===== src/shared/card_session_regs.vh =====
// constants for the card session block: register map, answer-to-reset bytes,
// negotiation codes, status words and timing. definitions only.
`ifndef CARD_SESSION_REGS_VH
`define CARD_SESSION_REGS_VH

// ----------------------------------------------------------------------
// apb register byte addresses
// ----------------------------------------------------------------------
`define ADDR_CTRL 12'h000
`define ADDR_STATUS 12'h004
`define ADDR_SEC 12'h008
`define ADDR_ACCESS 12'h00C

// ----------------------------------------------------------------------
// register fields
// ----------------------------------------------------------------------
`define CTRL_TB_ADV 0
`define CTRL_TB_LOWIMP 1
`define SEC_SET 0
`define SEC_CLR 1
`define CTRL_RESET 2'h1

// ----------------------------------------------------------------------
// answer-to-reset bytes
// ----------------------------------------------------------------------
`define ATR_TS 8'h3B
`define ATR_T0 8'h96
`define ATR_TA1_MAX 8'h95
`define ATR_TD1_NEG 8'h80
`define ATR_TD1_SPEC 8'h90
`define ATR_TA2 8'h80
`define ATR_TD2_TB 8'h3F
`define ATR_TD2_NOTB 8'h1F
`define ATR_TA3 8'hC3
`define ATR_TB3_NONE 8'h00
`define ATR_TB3_LOWIMP 8'h90
`define ATR_HIST0 8'h80
`define ATR_HIST1 8'h31
`define ATR_HIST2 8'hA0
`define ATR_HIST3 8'h73
`define ATR_HIST4 8'hBE
`define ATR_HIST5 8'h21

// ----------------------------------------------------------------------
// answer slots: ta2 and tb3 are optional, tck closes the answer
// ----------------------------------------------------------------------
`define SLOT_TS 4'd0
`define SLOT_T0 4'd1
`define SLOT_TA1 4'd2
`define SLOT_TD1 4'd3
`define SLOT_TA2 4'd4
`define SLOT_TD2 4'd5
`define SLOT_TA3 4'd6
`define SLOT_TB3 4'd7
`define SLOT_H0 4'd8
`define SLOT_H1 4'd9
`define SLOT_H2 4'd10
`define SLOT_H3 4'd11
`define SLOT_H4 4'd12
`define SLOT_H5 4'd13
`define SLOT_TCK 4'd14
`define PSLOT_PPSS 4'd0
`define PSLOT_PPS0 4'd1
`define PSLOT_PPS1 4'd2
`define PSLOT_PPS2 4'd3
`define PSLOT_PCK 4'd4

// ----------------------------------------------------------------------
// negotiation codes and status words
// ----------------------------------------------------------------------
`define FIDI_DEFAULT 8'h11
`define FIDI_512_8 8'h94
`define FIDI_512_16 8'h95
`define PPSS_BYTE 8'hFF
`define PPS2_NONE 8'h00
`define PPS2_LOWIMP 8'h90
`define SW_DENY 16'h6982
`define SW_OK 16'h9000

// ----------------------------------------------------------------------
// timing
// ----------------------------------------------------------------------
`define CLK_NS 50
`define STOP_NS 10000
`define RESTART_EDGES 10'd744

`endif


===== src/logic/card_session.v =====
// card session logic: reset detection, answer to reset, speed negotiation,
// security status and clock stop tracking, with an apb register slave.
// assumes a character framing layer on clk that moves bytes over tx/rx and
// uses fidi and low_imp for its bit timing; pins arrive unsynchronised.
// Operation
// (RULE1) global tb byte only 00 or 90
// (RULE2) tb bits b8 and b5 flag low impedance
// (RULE3) no reserved tb encodings ever emitted
// (RULE4) negotiation only way off default speed
// (RULE5) every negotiation request gets a response
// (RULE6) accept and confirm pps2 equal 00
// (RULE7) accept and confirm pps2 90 if offered
// (RULE8) answer parameters coded per base standard
// (RULE9) cold reset: negotiable, no ta2 byte
// (RULE10) cold reset clears security status
// (RULE11) denied access returns status 69 82
// (RULE12) warm reset enters one fixed mode
// (RULE13) specific type sends ta2 after warm
// (RULE14) specific mode keeps negotiated speed in ta1
// (RULE15) warm resets give identical answers
// (RULE16) warm reset clears security status
// (RULE17) clock stop offered, ta3 b8 b7 set
// (RULE18) state kept while clock halted
// (RULE19) command after 744 restart cycles served
// (RULE20) bit timing left to framing layer
// (RULE21) supports 372/1, 512/8, 512/16 speeds
// (RULE22) answer carries t=15 global bytes
// (RULE23) warm mode fixed, speed kept till cold
//
// The implementer's own choices: the APB slave port and the address map.
`timescale 1ns/100ps
`include "card_session_regs.vh"

module card_session
#(
   parameter WARM_SPECIFIC = 1'b0
)
(
   input wire clk,
   input wire reset_n,
   input wire [11:0] paddr,
   input wire psel,
   input wire penable,
   input wire pwrite,
   input wire [31:0] pwdata,
   output wire [31:0] prdata,
   output wire pready,
   output wire pslverr,
   input wire card_vcc_pin,
   input wire card_rst_pin,
   input wire card_clk_pin,
   input wire rx_valid,
   input wire [7:0] rx_data,
   output wire tx_valid,
   output wire [7:0] tx_data,
   input wire tx_ready,
   output wire cmd_valid,
   output wire [7:0] cmd_data,
   output wire [7:0] fidi,
   output wire low_imp,
   output wire specific_mode,
   output wire clock_stopped
);

localparam [2:0] ST_IDLE = 3'd0;
localparam [2:0] ST_ATR = 3'd1;
localparam [2:0] ST_WAIT_PPS = 3'd2;
localparam [2:0] ST_PPS_RX = 3'd3;
localparam [2:0] ST_PPS_TX = 3'd4;
localparam [2:0] ST_SESSION = 3'd5;

localparam integer STOP_CYC_I = (`STOP_NS + `CLK_NS - 1) / `CLK_NS;
localparam [7:0] STOP_CYC = STOP_CYC_I[7:0];

// ----------------------------------------------------------------------
// pin synchronisers
// ----------------------------------------------------------------------
wire vcc_s;
wire rst_s;
wire cclk_s;

pin_sync3 u_sync_vcc
(
   .clk(clk),
   .reset_n(reset_n),
   .pin_in(card_vcc_pin),
   .level(vcc_s)
);

pin_sync3 u_sync_rst
(
   .clk(clk),
   .reset_n(reset_n),
   .pin_in(card_rst_pin),
   .level(rst_s)
);

pin_sync3 u_sync_clk
(
   .clk(clk),
   .reset_n(reset_n),
   .pin_in(card_clk_pin),
   .level(cclk_s)
);

// ----------------------------------------------------------------------
// state
// ----------------------------------------------------------------------
reg [2:0] state_ff;
reg rst_prev_ff;
reg warm_ok_ff;
reg cold_flag_ff;
reg [1:0] ctrl_ff;
reg tb_adv_ff;
reg tb_lowimp_ff;
reg specific_ff;
reg [7:0] fidi_ff;
reg [7:0] neg_fidi_ff;
reg low_imp_ff;
reg sec_ok_ff;
reg [3:0] slot_ff;
reg [7:0] chk_ff;
reg tx_valid_ff;
reg [7:0] tx_data_ff;
reg [7:0] pps0_ff;
reg [7:0] pps1_ff;
reg [7:0] pps2_ff;
reg [2:0] rem_ff;
reg [7:0] rsp0_ff;
reg cmd_valid_ff;
reg [7:0] cmd_data_ff;
reg cclk_prev_ff;
reg [7:0] idle_cnt_ff;
reg stopped_ff;
reg [9:0] wake_cnt_ff;
reg [31:0] prdata_ff;

wire rst_rise = rst_s & ~rst_prev_ff;
wire is_cold = ~warm_ok_ff;
wire in_tx = (state_ff == ST_ATR) || (state_ff == ST_PPS_TX);
wire last_slot = (state_ff == ST_ATR) ? (slot_ff == `SLOT_TCK) : (slot_ff == `PSLOT_PCK);

// ----------------------------------------------------------------------
// outgoing byte for the current slot
// ----------------------------------------------------------------------
reg [7:0] cur_byte;
reg slot_ok;

always @*
begin
   cur_byte = 8'h00;
   slot_ok = 1'b1;
   if (state_ff == ST_PPS_TX)
   begin
      case (slot_ff)
         `PSLOT_PPSS: cur_byte = `PPSS_BYTE;
         `PSLOT_PPS0: cur_byte = rsp0_ff;
         `PSLOT_PPS1:
         begin
            cur_byte = pps1_ff;
            slot_ok = rsp0_ff[4];
         end
         `PSLOT_PPS2:
         begin
            cur_byte = pps2_ff;
            slot_ok = rsp0_ff[5];
         end
         default: cur_byte = chk_ff;
      endcase
   end
   else
   begin
      case (slot_ff)
         `SLOT_TS: cur_byte = `ATR_TS;
         `SLOT_T0: cur_byte = `ATR_T0;
         `SLOT_TA1: cur_byte = specific_ff ? neg_fidi_ff : `ATR_TA1_MAX; // RULE14
         `SLOT_TD1: cur_byte = specific_ff ? `ATR_TD1_SPEC : `ATR_TD1_NEG; // RULE8
         `SLOT_TA2:
         begin
            cur_byte = `ATR_TA2;
            slot_ok = specific_ff; // RULE9 RULE13
         end
         `SLOT_TD2: cur_byte = tb_adv_ff ? `ATR_TD2_TB : `ATR_TD2_NOTB; // RULE22
         `SLOT_TA3: cur_byte = `ATR_TA3; // RULE17
         `SLOT_TB3:
         begin
            cur_byte = tb_lowimp_ff ? `ATR_TB3_LOWIMP : `ATR_TB3_NONE; // RULE1 RULE2 RULE3
            slot_ok = tb_adv_ff;
         end
         `SLOT_H0: cur_byte = `ATR_HIST0;
         `SLOT_H1: cur_byte = `ATR_HIST1;
         `SLOT_H2: cur_byte = `ATR_HIST2;
         `SLOT_H3: cur_byte = `ATR_HIST3;
         `SLOT_H4: cur_byte = `ATR_HIST4;
         `SLOT_H5: cur_byte = `ATR_HIST5;
         default: cur_byte = chk_ff;
      endcase
   end
end

// ----------------------------------------------------------------------
// negotiation request check, evaluated on the closing check byte
// ----------------------------------------------------------------------
wire [7:0] pps_xor = chk_ff ^ rx_data;
wire pps_good = (pps_xor == 8'h00) && (pps0_ff[3:0] == 4'h0);
wire fidi_good = (pps1_ff == `FIDI_DEFAULT) || (pps1_ff == `FIDI_512_8) ||
   (pps1_ff == `FIDI_512_16); // RULE21
wire pps2_good = (pps2_ff == `PPS2_NONE) ||
   ((pps2_ff == `PPS2_LOWIMP) && tb_adv_ff && tb_lowimp_ff); // RULE6 RULE7
wire [7:0] rsp0_nxt = {2'b00, pps_good & pps0_ff[5] & pps2_good,
   pps_good & pps0_ff[4] & fidi_good, 4'h0};

// ----------------------------------------------------------------------
// session state machine
// ----------------------------------------------------------------------
always @(posedge clk)
begin
   if (!reset_n)
   begin
      state_ff <= ST_IDLE;
      rst_prev_ff <= 1'b0;
      warm_ok_ff <= 1'b0;
      cold_flag_ff <= 1'b0;
      tb_adv_ff <= 1'b0;
      tb_lowimp_ff <= 1'b0;
      specific_ff <= 1'b0;
      fidi_ff <= `FIDI_DEFAULT;
      neg_fidi_ff <= `FIDI_DEFAULT;
      low_imp_ff <= 1'b0;
      slot_ff <= 4'd0;
      chk_ff <= 8'h00;
      tx_valid_ff <= 1'b0;
      tx_data_ff <= 8'h00;
      pps0_ff <= 8'h00;
      pps1_ff <= `FIDI_DEFAULT;
      pps2_ff <= `PPS2_NONE;
      rem_ff <= 3'd0;
      rsp0_ff <= 8'h00;
      cmd_valid_ff <= 1'b0;
      cmd_data_ff <= 8'h00;
   end
   else
   begin
      rst_prev_ff <= rst_s;
      cmd_valid_ff <= 1'b0;
      if (!vcc_s)
         warm_ok_ff <= 1'b0;
      if (!rst_s)
      begin
         state_ff <= ST_IDLE;
         tx_valid_ff <= 1'b0;
      end
      else if (rst_rise && vcc_s)
      begin
         warm_ok_ff <= 1'b1;
         cold_flag_ff <= is_cold;
         state_ff <= ST_ATR;
         slot_ff <= `SLOT_TS;
         chk_ff <= 8'h00;
         low_imp_ff <= 1'b0;
         if (is_cold)
         begin
            tb_adv_ff <= ctrl_ff[`CTRL_TB_ADV];
            tb_lowimp_ff <= ctrl_ff[`CTRL_TB_LOWIMP];
            specific_ff <= 1'b0; // RULE9
            fidi_ff <= `FIDI_DEFAULT;
            neg_fidi_ff <= `FIDI_DEFAULT; // RULE23
         end
         else
         begin
            specific_ff <= WARM_SPECIFIC; // RULE12 RULE23
            fidi_ff <= WARM_SPECIFIC ? neg_fidi_ff : `FIDI_DEFAULT; // RULE14 RULE15
         end
      end
      else
      begin
         case (state_ff)
            ST_ATR, ST_PPS_TX:
            begin
               if (!tx_valid_ff)
               begin
                  if (slot_ok)
                  begin
                     tx_data_ff <= cur_byte;
                     tx_valid_ff <= 1'b1;
                  end
                  else
                     slot_ff <= slot_ff + 4'd1;
               end
               else if (tx_ready)
               begin
                  tx_valid_ff <= 1'b0;
                  slot_ff <= slot_ff + 4'd1;
                  if ((slot_ff != 4'd0) || (state_ff == ST_PPS_TX))
                     chk_ff <= chk_ff ^ tx_data_ff;
                  if (last_slot && (state_ff == ST_ATR))
                     state_ff <= specific_ff ? ST_SESSION : ST_WAIT_PPS; // RULE4
                  else if (last_slot)
                  begin
                     state_ff <= ST_SESSION;
                     if (rsp0_ff[4])
                     begin
                        fidi_ff <= pps1_ff; // RULE4
                        neg_fidi_ff <= pps1_ff;
                     end
                     if (rsp0_ff[5])
                        low_imp_ff <= pps2_ff[7] & pps2_ff[4];
                  end
               end
            end
            ST_WAIT_PPS:
            begin
               if (rx_valid && (rx_data == `PPSS_BYTE))
               begin
                  state_ff <= ST_PPS_RX;
                  chk_ff <= rx_data;
                  rem_ff <= 3'd0;
                  pps0_ff <= 8'h00;
                  pps1_ff <= `FIDI_DEFAULT;
                  pps2_ff <= `PPS2_NONE;
                  slot_ff <= 4'd0;
               end
               else if (rx_valid)
               begin
                  state_ff <= ST_SESSION;
                  cmd_valid_ff <= 1'b1;
                  cmd_data_ff <= rx_data;
               end
            end
            ST_PPS_RX:
            begin
               if (rx_valid)
               begin
                  chk_ff <= pps_xor;
                  if (slot_ff == 4'd0)
                  begin
                     pps0_ff <= rx_data;
                     rem_ff <= rx_data[6:4];
                     slot_ff <= 4'd1;
                  end
                  else if (rem_ff[0])
                  begin
                     pps1_ff <= rx_data;
                     rem_ff[0] <= 1'b0;
                  end
                  else if (rem_ff[1])
                  begin
                     pps2_ff <= rx_data;
                     rem_ff[1] <= 1'b0;
                  end
                  else if (rem_ff[2])
                     rem_ff[2] <= 1'b0;
                  else
                  begin
                     rsp0_ff <= rsp0_nxt; // RULE5
                     state_ff <= ST_PPS_TX;
                     slot_ff <= `PSLOT_PPSS;
                     chk_ff <= 8'h00;
                  end
               end
            end
            ST_SESSION:
            begin
               if (rx_valid)
               begin
                  cmd_valid_ff <= 1'b1; // RULE18 RULE19
                  cmd_data_ff <= rx_data;
               end
            end
            default:
               tx_valid_ff <= 1'b0;
         endcase
      end
   end
end

// ----------------------------------------------------------------------
// clock stop tracking: state is never touched by a halted clock
// ----------------------------------------------------------------------
always @(posedge clk)
begin
   if (!reset_n)
   begin
      cclk_prev_ff <= 1'b0;
      idle_cnt_ff <= 8'd0;
      stopped_ff <= 1'b0;
      wake_cnt_ff <= `RESTART_EDGES;
   end
   else
   begin
      cclk_prev_ff <= cclk_s;
      if (cclk_s != cclk_prev_ff)
      begin
         idle_cnt_ff <= 8'd0;
         if (stopped_ff)
         begin
            stopped_ff <= 1'b0;
            wake_cnt_ff <= 10'd0;
         end
         else if (cclk_s && (wake_cnt_ff != `RESTART_EDGES))
            wake_cnt_ff <= wake_cnt_ff + 10'd1; // RULE19
      end
      else if (idle_cnt_ff != STOP_CYC)
         idle_cnt_ff <= idle_cnt_ff + 8'd1;
      else if (state_ff != ST_IDLE && state_ff != ST_ATR)
         stopped_ff <= 1'b1; // RULE18
   end
end

// ----------------------------------------------------------------------
// apb slave
// ----------------------------------------------------------------------
wire setup = psel & ~penable;
wire access = psel & penable;
wire wr = access & pwrite;
reg mapped;

always @*
begin
   if (paddr == `ADDR_CTRL)
      mapped = 1'b1;
   else if (paddr == `ADDR_STATUS)
      mapped = 1'b1;
   else if (paddr == `ADDR_SEC)
      mapped = 1'b1;
   else if (paddr == `ADDR_ACCESS)
      mapped = 1'b1;
   else
      mapped = 1'b0;
end

always @(posedge clk)
begin
   if (!reset_n)
   begin
      ctrl_ff <= `CTRL_RESET;
      sec_ok_ff <= 1'b0;
      prdata_ff <= 32'h00000000;
   end
   else
   begin
      if (rst_rise)
         sec_ok_ff <= 1'b0; // RULE10 RULE16
      else if (wr && (paddr == `ADDR_SEC) && pwdata[`SEC_SET])
         sec_ok_ff <= 1'b1;
      else if (wr && (paddr == `ADDR_SEC) && pwdata[`SEC_CLR])
         sec_ok_ff <= 1'b0;
      if (wr && (paddr == `ADDR_CTRL))
         ctrl_ff <= pwdata[1:0];
      if (setup)
      begin
         if (paddr == `ADDR_CTRL)
            prdata_ff <= {30'h0, ctrl_ff};
         else if (paddr == `ADDR_STATUS)
            prdata_ff <= {15'h0, wake_cnt_ff == `RESTART_EDGES, fidi_ff, sec_ok_ff,
               stopped_ff, low_imp_ff, specific_ff, cold_flag_ff, state_ff};
         else if (paddr == `ADDR_SEC)
            prdata_ff <= {31'h0, sec_ok_ff};
         else if (paddr == `ADDR_ACCESS)
            prdata_ff <= {16'h0, sec_ok_ff ? `SW_OK : `SW_DENY}; // RULE11
         else
            prdata_ff <= 32'h00000000;
      end
   end
end

assign prdata = prdata_ff;
assign pready = 1'b1;
assign pslverr = access & ~mapped;
assign tx_valid = tx_valid_ff & in_tx;
assign tx_data = tx_data_ff;
assign cmd_valid = cmd_valid_ff;
assign cmd_data = cmd_data_ff;
assign fidi = fidi_ff; // RULE20
assign low_imp = low_imp_ff;
assign specific_mode = specific_ff;
assign clock_stopped = stopped_ff;

endmodule


===== src/logic/pin_sync3.v =====
// three-stage synchroniser for one pin input.
// assumes a slow level from outside the clk domain; output moves only when
// the second and third stages agree.
`timescale 1ns/100ps

module pin_sync3
(
   input wire clk,
   input wire reset_n,
   input wire pin_in,
   output wire level
);

reg s1_ff;
reg s2_ff;
reg s3_ff;
reg level_ff;

always @(posedge clk)
begin
   if (!reset_n)
   begin
      s1_ff <= 1'b0;
      s2_ff <= 1'b0;
      s3_ff <= 1'b0;
      level_ff <= 1'b0;
   end
   else
   begin
      s1_ff <= pin_in;
      s2_ff <= s1_ff;
      s3_ff <= s2_ff;
      if (s2_ff == s3_ff)
      begin
         level_ff <= s3_ff;
      end
   end
end

assign level = level_ff;

endmodule


===== config.mk =====
export PLATFORM = sky130hd
export DESIGN_NAME = card_session
export DESIGN_NICKNAME = d
export VERILOG_FILES = /design/src/logic/card_session.v /design/src/logic/pin_sync3.v
export VERILOG_INCLUDE_DIRS = /design/src /design/src/shared
export SDC_FILE = /design/constraint.sdc
export NUM_CORES = 1
export LEC_CHECK = 0
export BUFFER_PORTS_ARGS = -buffer_cell sky130_fd_sc_hd__buf_2
export CAP_MARGIN = 40
export CORE_MARGIN = 8
export CORE_UTILIZATION = 43
export DETAILED_ROUTE_END_ITERATION = 10
export PLACE_DENSITY = 0.67
export SETUP_SLACK_MARGIN = 0.2
export SLEW_MARGIN = 20
export SYNTH_ARGS = -nofsm -noshare
export SYNTH_HDL_FRONTEND = slang
export SYNTH_SLANG_ARGS = --single-unit

===== constraint.sdc =====
create_clock -name clk -period 2.1 [get_ports clk]
set_input_delay 0.42 -clock clk [delete_from_list [all_inputs] [get_ports clk]]
set_output_delay 0.42 -clock clk [all_outputs]
set_load 0.01 [all_outputs]

After elaboration in Yosys (flattened, before gate mapping). Cells that the tools add are included.

Multiplexer cells: 104. Equal/unequal tests: 68. Bitwise operators: 27. Reduce and logical (&&, ||, !) cells: 63. Add/sub/neg operators: 3.

Operators with widths (count): 8-bit 2-to-1 mux (30); 8-bit one-hot mux with 12 select lines (1); 16-bit 2-to-1 mux (3); 8-bit one-hot mux with 2 select lines (3); 3-bit 2-to-1 mux (14); 4-bit 2-to-1 mux (10); 3-bit inequality test, second input constant (13); 7-bit AND reduction (5); 17-bit 2-to-1 mux (2); 8-bit == test, second input constant (4); 8-bit one-hot mux with 4 select lines (1); 4-bit == test, second input constant (7); 4-bit inequality test, second input constant (7); 2-bit inequality test, second input constant (13); 1-bit 2-to-1 mux (25); 12-bit by 4-bit == test with 1-bit output, second input constant (2); 8-bit one-hot mux with 3 select lines (1); 10-bit 2-to-1 mux (2); 10-bit AND reduction (2); 2-bit nonzero test (10); 6-bit 2-to-1 mux (3); 4-bit by 3-bit == test with 1-bit output, second input constant (4); 8-bit zero test (2); 8-bit AND reduction (2); 39 further kinds (99).

Output and inout port bits: 63. Logic and storage cells: 306. Flip-flop bits (word level): 141. Input port bits: 62.

Longest topological paths before layout. Gate-level depths: netlist (run 1).

Word-level depth: 8. Depth in mapped cells: 9. Gate-level depth less buffers: 7.

Modules after synthesis. A second synthesis (run 1) with hierarchy kept.

Cells, all modules: 841. Area, all modules: 6755.2 um^2.

Modules (own cells, without submodules): card_session (cells an instance 811, area an instance 6406.1 um^2, sequential area each 2262.2 um^2, times used 1); pin_sync3 (cells an instance 10, area an instance 116.4 um^2, sequential area each 80.1 um^2, times used 3).

Worst setup path after synthesis (run 1). OpenSTA, ideal clock, no wires.

Path kind: register -> register. Start: reg slot_ff[0]. End: reg state_ff[1]. Period minus slack after synthesis: 2.063 ns. Library setup time: 0.064 ns. Buffers on the path: 0. Setup slack: 0.037 ns. Cell stages (with the launch flop): 8. Arrival time: 1.998 ns. Data required time: 2.036 ns. Path through: dfxtp_1 inv_1 ha_1 nor3b_1 o21ai_1 a32oi_1 mux2_2 nor2_1.

Longest elaborated chain between the ends: 7. Elaborated cells between the ends (all ways): 12. Those cells by class: 4 x eq/ne; 5 x mux; 3 x reduce/logical.

Ends and longest elaborated chain: from (decl) (RTL line card_session.v:121) `reg [3:0] slot_ff;`; from (signal assigned) (RTL line card_session.v:258) `` slot_ff <= `SLOT_TS; ``; from (signal assigned) (RTL line card_session.v:288) `slot_ff <= slot_ff + 4'd1;`; from (signal assigned) (RTL line card_session.v:293) `slot_ff <= slot_ff + 4'd1;`; 4-bit by 3-bit == test with 1-bit output or 4-bit == test (tied branches); 1-bit 2-to-1 mux (RTL line card_session.v:141) `` wire last_slot = (state_ff == ST_ATR) ? (slot_ff == `SLOT_TCK) : (slot_ff == `PSLOT_PCK); ``; 1-bit logical AND (RTL line card_session.v:296) `if (last_slot && (state_ff == ST_ATR))`; 3-bit 2-to-1 mux (RTL line card_session.v:296); 3-bit 2-to-1 mux (RTL line card_session.v:290) `else if (tx_ready)`; 3-bit 2-to-1 mux (RTL line card_session.v:280) `if (!tx_valid_ff)`; 3-bit one-hot mux with 3 select lines (RTL line card_session.v:277) `case (state_ff)`; to (signal assigned) (RTL line card_session.v:297) `state_ff <= specific_ff ? ST_SESSION : ST_WAIT_PPS;`; to (decl) (RTL line card_session.v:109) `reg [2:0] state_ff;`.

Parallel ways exist; a longest one is shown, timed or not. The select of a mux whose other input is x is not followed. A chain may end at the register's enable or synchronous reset.

Final worst setup path (run 1).
Start: reg slot_ff[1]. End: reg tx_data_ff[1], in the netlist tx_data[1].

Longest elaborated chain between the ends: 4. Elaborated cells between the ends (all ways): 22. Those cells by class: 13 x eq/ne; 6 x mux; 3 x reduce/logical.

Ends and longest elaborated chain: 4-bit by 3-bit == test with 1-bit output, or another cell as far along (RTL line card_session.v:173) `case (slot_ff)`; 3-bit OR reduction (no line), or another cell as far along; 8-bit one-hot mux with 12 select lines or 1-bit 2-to-1 mux (tied branches) (RTL line card_session.v:173, card_session.v:153); 8-bit 2-to-1 mux or 5-bit AND reduction (tied branches); to (signal assigned) (RTL line card_session.v:284) `tx_data_ff <= cur_byte;`; to (decl) (RTL line card_session.v:124) `reg [7:0] tx_data_ff;`.

Parallel ways exist; a longest one is shown, timed or not.

==> results.toml, run 1 <==
[finish]
post-route-util_pct = 56.7
layout-drive-gt1-share_pct = 26.3
layout.cells.non_filler = 1118
diodes = 0
layout.nets = 987
design_area_um2 = 8530
syn_to_final_growth_pct = 30.4

[global_routing]
antenna_found_initial = 0
grt_pass1_wl_um = 31000
grt_max_degree = 54
grtUsageTotal_pct = 19.5
grt_pass1_vias = 6000
grt_overflow = 0

[synthesis]
synth-seq-area-share_pct = 38.3
synth_flop_cell = "dfxtp_1"
synth_edf_count = 0
syn_area_um2 = 6540
ys_warn_count = 0
synthArstFlopShare_pct = 0
synth-seq-cells = 125
synth_cell_types = 74
synthCells = 793
synth_area_per_cell_um2 = 8.24

[placement]
hpwlAfterDp_um = 13500
place_inst = 1075
io_buffers = 76
gp_congestion = 0.894
pre_cts_ws_ns = -0.0866
dpl_cell_area_um2 = 7490

[cts]
clkSinkCount = 125
cts.htree.levels = 4
clk_latency_ns = 0.42
cts_root_buffer = "clkbuf_16"
cts_tree = "built"
hold_buffers = 0
clockBufferDepth = 2
cts-buffers-inserted = 17
clkTransAtPathRegs_ns = 0.06

[worst_setup_path]
worstPathRequired_ns = 2.41
crit_type = "flip-flop to flip-flop"
crit_fanout = 4
critPathArrivalTime_ns = 2.22
crit_slowest_cell = "or4b_2"
end_kind = "flip-flop"
cp-start-kind = "flip-flop"
cp_slowest_stage_delay_ns = 0.64
cp_cell_sequence = "inv_4 -> ha_2 -> or4b_2 -> nand3_1 -> o31ai_1 -> a22oi_1 -> a21oi_1"

[pwr]
ir_worst_vdd_mv = 0.626
powerDensity_nw_per_um2 = 681
leakagePower_nw = 3.35
clkPwrFrac_pct = 55.1
p_seq_share_pct = 41.2
p_int_mw = 4.55
swShare_pct = 21.6
p_sw_mw = 1.25
combPwrFrac_pct = 3.7

[floorplan]
core_area_um2 = 15000
dieWidth_um = 139
design.die.area_um2 = 19400
die_h_um = 139
ios = 125
num_rows = 45
start_util_pct = 43.5

[detailed_routing]
drc_errors = 0
drt_iter0_drc = 565
first_pass_iters = 5
route.antenna.remaining_nets = 0
wirelength_um = 19100
routed_via_density = 5.65
vias = 6321
avgRoutedWirePerCell_um = 17.1

[timing]
hold_viol_final = 0
slew_viol_final = 0
fin_skew_ns = 0.0106
slew_headroom_pct = 58.0
whs_ns = 0.202
rsz0062_at_grt = "true"
post-route-period-util_pct = 91.0
max_slew.worst_pin.slew_ns = 0.629
setup_slack_ns = 0.188
fmax_ghz = 0.523
setup_viol = 0
period_needed_ns = 1.91

[outcome]
outcome = "complete, no violations"

[min_path]
hp-class = "primary input to flip-flop"

[job]
maxCapViolations = 0
==> power by group through the flow <==
stage / logic [mW] / registers, mW / clock network, mW
global placement: 0.201 / 2.45 / 0
CTS: 0.206 / 2.39 / 3.25
detailed placement: 0.201 / 2.45 / 0
floorplan: 0.137 / 2.44 / 0
global route: 0.232 / 2.39 / 3.35
finish: 0.212 / 2.39 / 3.20
==> metrics by stage <==
step	setup TNS [ns]	total power [mW]
global route	0	5.98
finish	0	5.80
detailed placement	-0.636	2.65
floorplan	0	2.58
global placement	0	2.65
CTS	0	5.84
==> registers in the layout (all words and copies together) (netlist names), 2 cells and up <==
register / cells
tx_data: 8
ctrl_ff: 2
slot_ff: 4
state_ff: 3
pps0_ff: 6
cmd_data: 8
pps2_ff: 8
chk_ff: 8
fidi: 8
pps1_ff: 8
wake_cnt_ff: 10
prdata: 16
rsp0_ff: 2
rem_ff: 3
idle_cnt_ff: 8
==> layer usage <==
metal / GRT usage [%] / routed length (µm) / up-vias
li1: - / - / 3063
met1: 25.9 / 8730 / 2997
met2: 30.5 / 8790 / 238
met3: 4.27 / 1330 / 23
met4: 6.59 / 263 / 0
met5: 0 / 0 / -
==> what timing repair did <==
action / in CTS / in global routing
setup endpoints to repair: 49 / 69
pin swaps: 6 / 9
buffers inserted: 0 / 11
gates resized for setup: 30 / 36
==> layout make-up <==
cell class,instances,area [µm²]
Fill cell,1400,6510
Sequential cell,125,2520
Inverter,18,72.6
Tap cell,188,235
Clock buffer,21,470
Multi-Input combinational cell,596,3970
Clock inverter,11,176
Timing Repair Buffer,159,1080
==> final timing paths <==
path                                       start               end  slack (ns)  cells after the start
worst max-delay path                  slot_ff[1]        tx_data[1]        0.19                      7
worst min-delay path                card_clk_pin  u_sync_clk.s1_ff        0.20                      2
worst max register to register        slot_ff[1]        tx_data[1]        0.19                      7
worst min register to register  u_sync_vcc.s1_ff  u_sync_vcc.s2_ff        0.44                      1
==> cells by family after synthesis <==
kind of cell	after synthesis	share of synthesized area (%)
buf+inv	88	6.32
mux	35	5.38
fa+ha+maj	9	1.68
other cells	2	0.115
compound gates	187	18.6
simple gates	307	24.3
xor+xnor	40	5.36
flops	125	38.3
==> cells in the mapped netlist, drive strengths merged (12+ instances only) <==
cell	count	area share [%]
nor4	12	1.5
a21oi	39	3.1
nor3	15	1.1
dfxtp	125	38
mux2i	34	5.2
clkbuf	44	2.6
nand2b	12	1.1
a22oi	12	1.4
and2	18	1.7
nand3	41	3.1
buf	26	2.7
nor2	45	2.6
inv	17	0.98
o21ai	54	4.1
xor2	32	4.3
nand2	98	5.6
==> layout by cell type (no fill, tap or decap), types with 5 or more instances in the layout <==
cell type,instances
buf_4,71
and2_1,17
nand3_1,40
o31ai_1,5
o22ai_1,7
mux2i_1,33
o21ai_0,50
a22o_1,9
nor4_1,8
a31oi_1,9
nand2_1,96
a22oi_1,12
or3_1,7
buf_6,8
buf_2,76
dfxtp_1,119
xnor2_1,7
o211ai_1,11
clkbuf_16,17
xor2_1,32
nand4_1,10
inv_1,15
and3_1,10
a21oi_1,36
nand2b_1,11
nor3_1,14
nor2_1,42
conb_1,18
==> worst max-delay path, delay by kind of cell, from the launching register on <==
family	cells	cell delay [ns]
AO/OA/AOI/OAI	3	0.43
AND/OR/NAND/NOR	2	0.74
adder cells (fa/ha/maj)	1	0.20
buffers and inverters	1	0.05
flip-flops	1	0.39
No activity file was read; power rests on OpenSTA's default activity.
==> run 2, diff against run 1 <==
--- a/config.mk
+++ b/config.mk
@@ -8,6 +8,7 @@
 export LEC_CHECK = 0
 export BUFFER_PORTS_ARGS = -buffer_cell sky130_fd_sc_hd__buf_2
 export CAP_MARGIN = 40
+export CORE_ASPECT_RATIO = 1.4
 export CORE_MARGIN = 8
 export CORE_UTILIZATION = 43
 export DETAILED_ROUTE_END_ITERATION = 10
==> results.toml, run 2 (synthesized netlist as in run 1, its figures left out) <==
[worst_setup_path]
r2r-end = "slot_ff[3]"
crit_type = "flip-flop to flip-flop"
worstPathRequired_ns = 2.44
cp-start-kind = "flip-flop"
end_kind = "flip-flop"
critPathCapture = "slot_ff[3]"
reg2reg_from = "state_ff[0]"
cp.depth = 6
crit_buf_inv = 1
cp_cell_sequence = "or3b_4 -> nor4_4 -> nor4b_2 -> buf_4 -> a2111o_1 -> o22ai_1"
critPathArrivalTime_ns = 2.29
cp_top_family = "simple AND/OR/NAND/NOR gates"
reg2reg_slack_ns = 0.15
r2r_cells = 6
crit_slowest_cell = "or3b_4"
startpoint = "state_ff[0]"
crit_fanout = 5
cp_slowest_stage_delay_ns = 0.41

[finish]
largest_register_ffs = 16
syn_to_final_growth_pct = 30.9
post-route-util_pct = 57.3
diodes = 0
final_cell_mix = "dfxtp_1 (119), nand2_1 (97), buf_2 (74)"
layout_commonest_cell = "dfxtp_1"
layout-drive-gt1-share_pct = 26.5
layout.nets = 988

[cts]
cts_root_buffer = "clkbuf_16"
clockBufferDepth = 2
clkSinkCount = 125
clkTransAtPathRegs_ns = 0.06
cts.htree.levels = 4
clk_latency_ns = 0.41
cts-buffers-inserted = 17
cts_tree = "built"

[global_routing]
grt_pass1_vias = 6212
antenna_found_initial = 0
grt_busiest_layer = "met2"
grtUsageTotal_pct = 19.9
met3_usage_pct = 4.76
grt_overflow = 0
grtUsageMet2_pct = 36.1
grt_max_degree = 68
met1_usage_pct = 20.6
grt_pass1_wl_um = 30900

[timing]
slew_headroom_pct = 57.8
setup_viol = 0
fmax_ghz = 0.513
period_needed_ns = 1.95
fin_skew_ns = 0.00730
post-route-period-util_pct = 92.8
setup_slack_ns = 0.151
whs_ns = 0.213
rsz0062_at_grt = "true"
hold_viol_final = 0
max_slew.worst_pin.slew_ns = 0.634
slew_viol_final = 0
setup_tns_ns = 0

[outcome]
outcome = "complete, no violations"

[placement]
hpwlAfterDp_um = 14000
io_buffers = 76
pre_cts_ws_ns = 0.0364
gp_congestion = 0.898

[floorplan]
design.die.area_um2 = 19500
core_area_um2 = 14900
ios = 125
num_rows = 53
dieWidth_um = 120
start_util_pct = 43.8
die_h_um = 162

[job]
maxCapViolations = 0

[pwr]
power_mw = 5.85
powerDensity_nw_per_um2 = 684
leakagePower_nw = 3.36
ir_worst_vdd_mv = 0.426

[detailed_routing]
routed_via_density = 5.59
drt_iter0_drc = 412
drc_errors = 0
wirelength_um = 19500
route.antenna.remaining_nets = 0
vias = 6277
avgRoutedWirePerCell_um = 17.4
first_pass_iters = 5

[min_path]
hp-class = "primary input to flip-flop"
-- run 2: area by class of cell --
class                   count  area (µm²)
well taps                 192         240
multi-input cells         596        3950
repair buffers            160        1120
clock buffers              18         439
clock inverters            14         214
fillers                  1362        6360
flip-flops and latches    125        2520
inverters                  18        70.1
-- run 2: worst min path at each step --
| stage | from | to | cells after the start |
|---|---|---|---|
| after global routing | card_vcc_pin | u_sync_vcc.s1_ff | 2 |
| final | card_clk_pin | u_sync_clk.s1_ff | 2 |
| after floorplan | u_sync_clk.s1_ff | u_sync_clk.s2_ff | 1 |
| after global placement | u_sync_vcc.s1_ff | u_sync_vcc.s2_ff | 1 |
| after CTS | card_vcc_pin | u_sync_vcc.s1_ff | 2 |
| after detailed placement | u_sync_clk.s1_ff | u_sync_clk.s2_ff | 1 |
-- run 2: routing by layer --
metal / share of wire (%) / up-vias
li1: - / 3068
met1: 40 / 2992
met2: 52 / 164
met3: 4.9 / 53
met4: 3.9 / 0
met5: 0 / -
-- run 2: repair_timing --
| action | 4_1_cts | 5_1_grt |
|---|---|---|
| setup buffers | 1 | 9 |
| pin swaps | 6 | 17 |
| gates resized for setup | 21 | 48 |
| cloned | 0 | 0 |
| hold buffers | 0 | 0 |
| endpoints found under the setup margin | 50 | 66 |
-- run 2: through the flow --
stage	area [µm²]	cells
after global routing	8560	1123
after floorplan	6640	809
after global placement	7510	1081
after detailed placement	7510	1081
final	8560	1123
after CTS	8270	1114
-- run 2: report_power, final --
group          leakage [nW]  switching (mW)  internal, mW
logic                  2.03           0.141        0.0777
clock network         0.313            1.10          2.14
registers              1.01          0.0105          2.38
